`src/shared/dio_pkg.sv`:
```
package dio_pkg;

  // ****************************************************
  // Register map
  // ****************************************************
  localparam logic [3:0] ADDR_CTRL   = 4'h0;
  localparam logic [3:0] ADDR_STATUS = 4'h4;

  // ****************************************************
  // Control fields
  // ****************************************************
  localparam int CTRL_DIFF     = 0;
  localparam int CTRL_CASC_IN  = 1;
  localparam int CTRL_CASC_OUT = 2;
  localparam int CTRL_LOC_INV  = 3;
  localparam int CTRL_CLK_FWD  = 4;
  localparam int CTRL_CE_OUT   = 5;
  localparam int CTRL_CE_OE    = 6;
  localparam int CTRL_CE_IN    = 7;
  // Enables read as asserted until software clears them
  localparam logic [7:0] CTRL_RESET = 8'he0;

  // ****************************************************
  // Status fields
  // ****************************************************
  localparam int STAT_RX_FIRST  = 0;
  localparam int STAT_RX_SECOND = 1;
  localparam int STAT_PIN_OUT   = 2;
  localparam int STAT_PIN_OE    = 3;
  localparam int STAT_CLK_LEVEL = 4;
  localparam int STAT_CASC_IN   = 5;
  localparam int STAT_CASC_OUT  = 6;

  // ****************************************************
  // Storage element defaults
  // ****************************************************
  localparam logic SET_POL_RESET = 1'b0;
  localparam logic INIT_RESET    = 1'b0;

  // ****************************************************
  // Link clock idle levels
  // ****************************************************
  // Second clock idles high, being the inverse of the first
  localparam logic SECOND_CLK_IDLE = 1'b1;

endpackage

```
`src/hw/dio_ddr_cell.sv`:
```
`timescale 1ns/1ps

// Contract
// [RL1] Output mux sends one bit per edge
// [RL2] Clock source gives inverse clocks, near 50%
// [RL3] Second clock may be local inverse
// [RL4] Output enable has same dual-edge pair
// [RL5] Input pair captures alternate bits per clock
// [RL6] Output pair can forward clock to pin
// [RL7] Cascade allowed only in differential mode
// [RL8] Cascade links hidden from core logic
// [RL9] Input bits taken on first, second rises
// [RL10] Core retimes second input bit uncascaded
// [RL11] Input cascade recaptures second bit on first
// [RL12] Output bits loaded on first, second rises
// [RL13] Core retimes second output bit uncascaded
// [RL14] Output cascade stages second bit via partner
// [RL15] Load only on active edge with enable
// [RL16] Set and reverse together give zero
// [RL17] Upper set polarity applies to pair
// [RL18] Reset loads configured initial value
// [RL19] Mux picks upper while first clock high
module dio_ddr_cell
  import dio_pkg::*;
#(
  parameter logic SET_POL = SET_POL_RESET,
  parameter logic INIT_UP = INIT_RESET,
  parameter logic INIT_LO = INIT_RESET
) (
  // Clock, reset, enable
  input  wire logic       core_clk,
  input  wire logic       rstn,
  input  wire logic       clkEn,
  // Register port
  input  wire logic [3:0] regAddr,
  input  wire logic [7:0] regWrData,
  input  wire logic       regWr,
  input  wire logic       regRd,
  output logic      [7:0] regRdData,
  // Link clocks and pin
  input  wire logic       firstClkPin,
  input  wire logic       secondClkPin,
  input  wire logic       pinIn,
  output logic            pinOut,
  output logic            pinOe,
  // Core data
  input  wire logic       txFirst,
  input  wire logic       txSecond,
  input  wire logic       oeFirst,
  input  wire logic       oeSecond,
  output logic            rxFirst,
  output logic            rxSecond,
  output logic            rxValid,
  // Set and reverse
  input  wire logic       setReset,
  input  wire logic       reverse
);

  typedef struct packed {
    logic [2:0] sync1;
    logic [2:0] sync2;
    logic [2:0] syncD;
    logic       lvl1;
    logic       lvl2;
    logic       lvlD;
    logic       partnerIn;
    logic       partnerOut;
    logic       rxLo;
    logic       rxVal;
    logic       pinOut;
    logic       pinOe;
    logic [7:0] ctrl;
    logic [7:0] rdData;
  } dio_cell_t;

  dio_cell_t  st;
  dio_cell_t  next_st;
  logic [1:0] rstSync;
  logic       rstnSync;
  logic       new1;
  logic       new2;
  logic       newD;
  logic       firstRise;
  logic       secondRise;
  logic       cascIn;
  logic       cascOut;
  logic       fwd;
  logic       outUp;
  logic       outLo;
  logic       oeUp;
  logic       oeLo;
  logic       inUp;
  logic       inLo;
  logic       outDUp;
  logic       outDLo;
  logic [7:0] status;

  // ****************************************************
  // Reset release
  // ****************************************************
  always_ff @(posedge core_clk or negedge rstn) begin
    if (!rstn) begin
      rstSync <= 2'h0;
    end else begin
      rstSync <= {rstSync[0], 1'b1};
    end
  end
  assign rstnSync = rstSync[1];

  // ****************************************************
  // Pin filtering and edge events
  // ****************************************************
  // A level counts once the two later sync stages agree
  assign new1 = (st.sync1[1] == st.sync1[2]) ? st.sync1[2] : st.lvl1;
  assign new2 = (st.sync2[1] == st.sync2[2]) ? st.sync2[2] : st.lvl2;
  assign newD = (st.syncD[1] == st.syncD[2]) ? st.syncD[2] : st.lvlD;

  assign firstRise  = new1 && !st.lvl1;
  // Local inversion: the falling first edge clocks the lower half
  assign secondRise = st.ctrl[CTRL_LOC_INV] ?
                      (!new1 && st.lvl1) : // RL3
                      (new2 && !st.lvl2);

  // Cascade paths exist only for a differential pair
  assign cascIn  = st.ctrl[CTRL_DIFF] && st.ctrl[CTRL_CASC_IN];  // RL7
  assign cascOut = st.ctrl[CTRL_DIFF] && st.ctrl[CTRL_CASC_OUT]; // RL7
  assign fwd     = st.ctrl[CTRL_CLK_FWD];

  // ****************************************************
  // Register pairs
  // ****************************************************
  // Forwarding a clock: constant one above, zero below
  assign outDUp = fwd ? 1'b1 : txFirst; // RL6
  assign outDLo = fwd ? 1'b0 :
                  (cascOut ? st.partnerOut : txSecond); // RL14 RL12

  dio_reg_pair #(
    .SET_POL  (SET_POL),
    .INIT_UP  (INIT_UP),
    .INIT_LO  (INIT_LO)
  ) u_out (
    .core_clk (core_clk),
    .rstnSync (rstnSync),
    .clkEn    (clkEn),
    .ce       (st.ctrl[CTRL_CE_OUT]),
    .loadUp   (firstRise),
    .loadLo   (secondRise),
    .dUp      (outDUp),
    .dLo      (outDLo),
    .setReset (setReset),
    .reverse  (reverse),
    .qUp      (outUp),
    .qLo      (outLo)
  ); // RL12

  dio_reg_pair #(
    .SET_POL  (SET_POL),
    .INIT_UP  (INIT_UP),
    .INIT_LO  (INIT_LO)
  ) u_oe (
    .core_clk (core_clk),
    .rstnSync (rstnSync),
    .clkEn    (clkEn),
    .ce       (st.ctrl[CTRL_CE_OE]),
    .loadUp   (firstRise),
    .loadLo   (secondRise),
    .dUp      (oeFirst),
    .dLo      (oeSecond),
    .setReset (setReset),
    .reverse  (reverse),
    .qUp      (oeUp),
    .qLo      (oeLo)
  ); // RL4

  dio_reg_pair #(
    .SET_POL  (SET_POL),
    .INIT_UP  (INIT_UP),
    .INIT_LO  (INIT_LO)
  ) u_in (
    .core_clk (core_clk),
    .rstnSync (rstnSync),
    .clkEn    (clkEn),
    .ce       (st.ctrl[CTRL_CE_IN]),
    .loadUp   (firstRise),
    .loadLo   (secondRise),
    .dUp      (newD),
    .dLo      (newD),
    .setReset (setReset),
    .reverse  (reverse),
    .qUp      (inUp),
    .qLo      (inLo)
  ); // RL5 RL9

  // ****************************************************
  // Status
  // ****************************************************
  always_comb begin
    status                 = 8'h00;
    status[STAT_RX_FIRST]  = inUp;
    status[STAT_RX_SECOND] = st.rxLo;
    status[STAT_PIN_OUT]   = st.pinOut;
    status[STAT_PIN_OE]    = st.pinOe;
    status[STAT_CLK_LEVEL] = st.lvl1;
    status[STAT_CASC_IN]   = cascIn;
    status[STAT_CASC_OUT]  = cascOut;
  end

  // ****************************************************
  // Next state
  // ****************************************************
  always_comb begin
    next_st = st;
    if (clkEn) begin
      next_st.sync1 = {st.sync1[1:0], firstClkPin};
      next_st.sync2 = {st.sync2[1:0], secondClkPin};
      next_st.syncD = {st.syncD[1:0], pinIn};
      next_st.lvl1  = new1;
      next_st.lvl2  = new2;
      next_st.lvlD  = newD;
      // Partner stages are internal only, no port reaches them
      if (firstRise && st.ctrl[CTRL_CE_IN]) begin
        next_st.partnerIn = inLo; // RL11 RL8
      end
      if (firstRise && st.ctrl[CTRL_CE_OUT]) begin
        next_st.partnerOut = txSecond; // RL14 RL8
      end
      // Uncascaded, the core must retime this bit itself
      // Recaptured bit shows beside the upper bit of the next pair
      next_st.rxLo  = cascIn ? next_st.partnerIn : inLo; // RL11 RL10
      next_st.rxVal = firstRise;
      // Pin follows upper while first clock high
      next_st.pinOut = st.lvl1 ? outUp : outLo; // RL19 RL1
      next_st.pinOe  = st.lvl1 ? oeUp : oeLo;   // RL19 RL4
      if (regWr && regAddr == ADDR_CTRL) begin
        next_st.ctrl = regWrData;
      end
      if (regRd) begin
        case (regAddr)
          ADDR_CTRL:   next_st.rdData = st.ctrl;
          ADDR_STATUS: next_st.rdData = status;
          default:     next_st.rdData = 8'h00;
        endcase
      end else begin
        next_st.rdData = 8'h00;
      end
    end
  end

  always_ff @(posedge core_clk or negedge rstnSync) begin
    if (!rstnSync) begin
      st       <= '0;
      st.ctrl  <= CTRL_RESET;
      // Start at the idle level, else a false second edge follows
      st.sync2 <= {3{SECOND_CLK_IDLE}};
      st.lvl2  <= SECOND_CLK_IDLE;
    end else begin
      st <= next_st;
    end
  end

  assign regRdData = st.rdData;
  assign pinOut    = st.pinOut;
  assign pinOe     = st.pinOe;
  assign rxFirst   = inUp;
  assign rxSecond  = st.rxLo;
  assign rxValid   = st.rxVal;
endmodule // dio_ddr_cell

```
`src/hw/dio_reg_pair.sv`:
```
`timescale 1ns/1ps

module dio_reg_pair
  import dio_pkg::*;
#(
  parameter logic SET_POL = SET_POL_RESET,
  parameter logic INIT_UP = INIT_RESET,
  parameter logic INIT_LO = INIT_RESET
) (
  // Clock and reset
  input  wire logic core_clk,
  input  wire logic rstnSync,
  input  wire logic clkEn,
  // Loading
  input  wire logic ce,
  input  wire logic loadUp,
  input  wire logic loadLo,
  input  wire logic dUp,
  input  wire logic dLo,
  // Set and reverse controls
  input  wire logic setReset,
  input  wire logic reverse,
  // Stored bits
  output logic      qUp,
  output logic      qLo
);

  typedef struct packed {
    logic up;
    logic lo;
  } dio_pair_t;

  dio_pair_t st;
  dio_pair_t next_st;

  // ****************************************************
  // Next state
  // ****************************************************
  always_comb begin
    next_st = st;
    if (clkEn) begin
      if (setReset && reverse) begin
        next_st.up = 1'b0; // RL16
        next_st.lo = 1'b0; // RL16
      end else if (setReset) begin
        // One polarity for both halves of the pair
        next_st.up = SET_POL; // RL17
        next_st.lo = SET_POL; // RL17
      end else if (reverse) begin
        next_st.up = ~SET_POL;
        next_st.lo = ~SET_POL;
      end else if (ce) begin
        if (loadUp) begin
          next_st.up = dUp; // RL15
        end
        if (loadLo) begin
          next_st.lo = dLo; // RL15
        end
      end
    end
  end

  always_ff @(posedge core_clk or negedge rstnSync) begin
    if (!rstnSync) begin
      st.up <= INIT_UP; // RL18
      st.lo <= INIT_LO; // RL18
    end else begin
      st <= next_st;
    end
  end

  assign qUp = st.up;
  assign qLo = st.lo;
endmodule // dio_reg_pair

```
`config.mk`:
```
export PLATFORM = sky130hd
export DESIGN_NAME = dio_ddr_cell
export DESIGN_NICKNAME = d
export VERILOG_FILES = /design/src/shared/dio_pkg.sv /design/src/hw/dio_ddr_cell.sv /design/src/hw/dio_reg_pair.sv
export SDC_FILE = /design/constraint.sdc
export NUM_CORES = 1
export LEC_CHECK = 0
export ABC_AREA = 1
export ABC_CLOCK_PERIOD_IN_PS = 3500
export BUFFER_PORTS_ARGS = -buffer_cell sky130_fd_sc_hd__buf_4
export CORE_UTILIZATION = 55
export DETAILED_ROUTE_END_ITERATION = 6
export GPL_TIMING_DRIVEN = 0
export PLACE_DENSITY = 0.76
export RECOVER_POWER = 25
export SETUP_SLACK_MARGIN = 0.05
export SLEW_MARGIN = 20
export SYNTH_ARGS = -nofsm -noshare
export SYNTH_HDL_FRONTEND = slang
export SYNTH_HIERARCHICAL = 1
export SYNTH_SLANG_ARGS = --single-unit
```
`constraint.sdc`:
```
create_clock -name core_clk -period 3.5 [get_ports core_clk]
set_clock_uncertainty 0.15 [all_clocks]
set_input_delay 0.175 -clock core_clk [delete_from_list [all_inputs] [get_ports core_clk]]
set_output_delay 0.175 -clock core_clk [all_outputs]
set_load 0.01 [all_outputs]
```
==> key figures <==
Outcome
  – Status: finished clean

Clock tree
  – TritonCTS Sinks: 42
  – Number of buffers created by CTS: 5
  – Clock buffer depth: 2
  – Clock root buffer: clkbuf_8
  – CTS tree: yes
  – Worst skew pair latency: 0.29 ns
  – H-tree depth: 2
  – Worst-path clk slew: 0.08 ns
  – Post-CTS Resized: 0

Placement
  – GP Congestion: between 0.7 and 0.8
  – Cells after DPL: approximately 350
  – Placed instance area: 0.00248 mm^2
  – Dpl hpwl: 3220 um
  – I/O Buffers: 38

Final layout
  – Antenna Cells: 0
  – Sequential cell area: between 0.001 and 0.0015 mm^2
  – Ratio of cells with drive above 1 in the final layout: 0.270
  – Multi-input logic area: 828 um^2
  – Final Instance Area: 0.00266 mm^2
  – NumNets Final: roughly 340
  – Area Growth Syn to Fin: 25.9%
  – Final core utilization: 0.727
  – Biggest register: st
  – Non-filler cells, final: approximately 370
  – Max FFs per register: 21
  – Fillers: 310

Synth
  – Yosys cell types: 26
  – Avg Inst Size Synth: roughly 8.1 um^2
  – Seq/Total Area, Yosys: 0.501
  – Mapped Area: 0.00211 mm^2
  – Flops & latches, synth: 42
  – Cell count after synthesis: 260
  – Yosys warning count: 6
  – Post-Syn Nets: 286

Die
  – Ports: 39
  – Die X: 64.0 um
  – Core area: 0.00366 mm^2
  – Starting density of the core: 0.578
  – Die Y: 64.0 um
  – Cell Rows: 22
  – Die area: 0.00410 mm^2

Worst setup path
  – WP data required: around 3.5 ns
  – CP max FO: 26
  – CP Launch Type: flip-flop
  – Data arrival time of the critical path: 2.13 ns
  – Crit-path leading delay family: buffers and inverters
  – Crit-path slowest cell: clkbuf_1
  – Cells along the critical path: clkbuf_1
  – Crit. End Element: async pin
  – WS Path Type: flip-flop to async pin
  – Largest stage delay on the critical path: around 1.1 ns
  – CP bufs+invs: 1

Detailed routing
  – Drt total wl: 4540 um
  – Antenna Nets Post-Route: 0
  – Overall via count from detail_route: 1850
  – Vias per Instance: between 5 and 6
  – Drt pass-1 iters: 4
  – Drt drc: 0
  – Initial DRC Count: 128
  – WL/cell: 12.4 um

Global route
  – Initial antenna violation count: 0
  – Largest net degree at the start of global routing: 27
  – First-pass GRT wire length: between 8000 and 9000 um
  – GRT Total Usage: 0.260
  – Total grt overflow: 0
  – Vias in the first global route: 1749

Power
  – P per Cell Area: 420 mW/mm^2
  – Maximum vdd drop: 0.000257 V
  – LEAKAGE: around 1.4 nW

STA
  – RSZ-0062 raised after global routing: no
  – Final hold vios: 0
  – Setup TNS: 0 ns
  – Slew @ Worst Pin: 1.40 ns
  – Pins Over Slew Limit: 0
  – Setup violators final: 0
  – Max-slew headroom: 0.0634
  – Tmin final: 2.11 ns
  – Fmax: between 400 and 500 MHz
  – Fin crit share: 0.603

Run
  – Maxcap violations: 0

Hold path
  – Hold/Removal Path Class: input pin to flip-flop
-- logic make-up (layout without fill, tap and decap cells) --
group,Yosys count,count (layout),synth area share
other,1,1,0.00177
AND/OR/NAND/NOR,127,127,0.267
AO/OA/AOI/OAI,41,41,0.122
flip-flops,42,42,0.501
buffers and inverters,49,108,0.107
-- layout by cell type (no fill, tap or decap), drive strengths merged --
| master | instances |
|---|---|
| o21ai | 35 |
| dfrtp | 35 |
| nor2 | 23 |
| nand3b | 1 |
| dlygate4sd3 | 12 |
| conb | 1 |
| a32oi | 1 |
| o22ai | 3 |
| dfstp | 7 |
| o21a | 1 |
| inv | 35 |
| nand4 | 4 |
| nor3 | 1 |
| buf | 50 |
| nand3 | 16 |
| clkbuf | 8 |
| clkinv | 3 |
| nand2 | 81 |
| or2 | 1 |
| a211oi | 1 |
-- through the flow --
stage / setup slack, ns / total power, W / hold WS, ns
floorplan: 2.08 / 0.000732 / -0.271
global placement: 1.63 / 0.000814 / -0.193
detailed placement: 1.82 / 0.000826 / -0.192
CTS: 1.80 / 0.00113 / 0.0194
global route: 1.01 / 0.00118 / 0.0652
finish: 1.39 / 0.00112 / 0.0291
-- repair_timing --
item / CTS / global route
endpoints found under the hold margin: 13 / 0
buffers inserted: 0 / 0
hold buffers: 12 / 0
setup endpoints to repair: 0 / 0
-- layout make-up --
| type | instances | area share |
|---|---|---|
| multi-input cells | 169 | 0.311 |
| well taps | 48 | 0.0226 |
| inverters | 36 | 0.0508 |
| clock inverters | 2 | 0.00376 |
| plain buffers | 13 | 0.0343 |
| repair buffers | 51 | 0.152 |
| clock buffers | 6 | 0.0273 |
| flip-flops and latches | 42 | 0.398 |
-- final timing paths --
kind	start	end	slack, ns	cells after the start
max	rstSync[1]	st[31]	1.39	1
max reg2reg	rstSync[1]	st[31]	1.39	1
min in group asynchronous	rstn	rstSync[0]	0.08	2
min	txSecond	st[20]	0.03	3
min reg2reg	rstSync[1]	u_out/qUp	0.10	0
max in group core_clk	st[24]	u_oe/qLo	1.80	8
-- synth_stat cells, drive strengths merged --
cell type,n,area share
nand3b,1,0.0053
clkinv,1,0.0018
nor3,1,0.0047
dfstp,7,0.087
a32oi,1,0.0041
buf,13,0.043
o21a,1,0.0036
inv,35,0.062
or2,1,0.0030
a211oi,1,0.0036
nor2,23,0.051
o21ai,35,0.10
o22ai,3,0.0089
nand3,16,0.038
nand2,81,0.15
nand4,4,0.019
dfrtp,35,0.41
conb,1,0.0018
-- report_power, final --
part | switching (W) | internal, W
Combinational | 0.000122 | 0.0000973
Clock | 0.000154 | 0.000138
Sequential | 0.0000540 | 0.000553
Total | 0.000329 | 0.000789
-- metal layers --
layer	vias up	track usage	part of all wire
met2	47	0.430	0.49
li1	928	-	-
met4	0	0.102	0.019
met5	-	0	0
met3	7	0.0571	0.045
met1	868	0.332	0.44
Note: power is estimated with default switching activity, not from simulation.
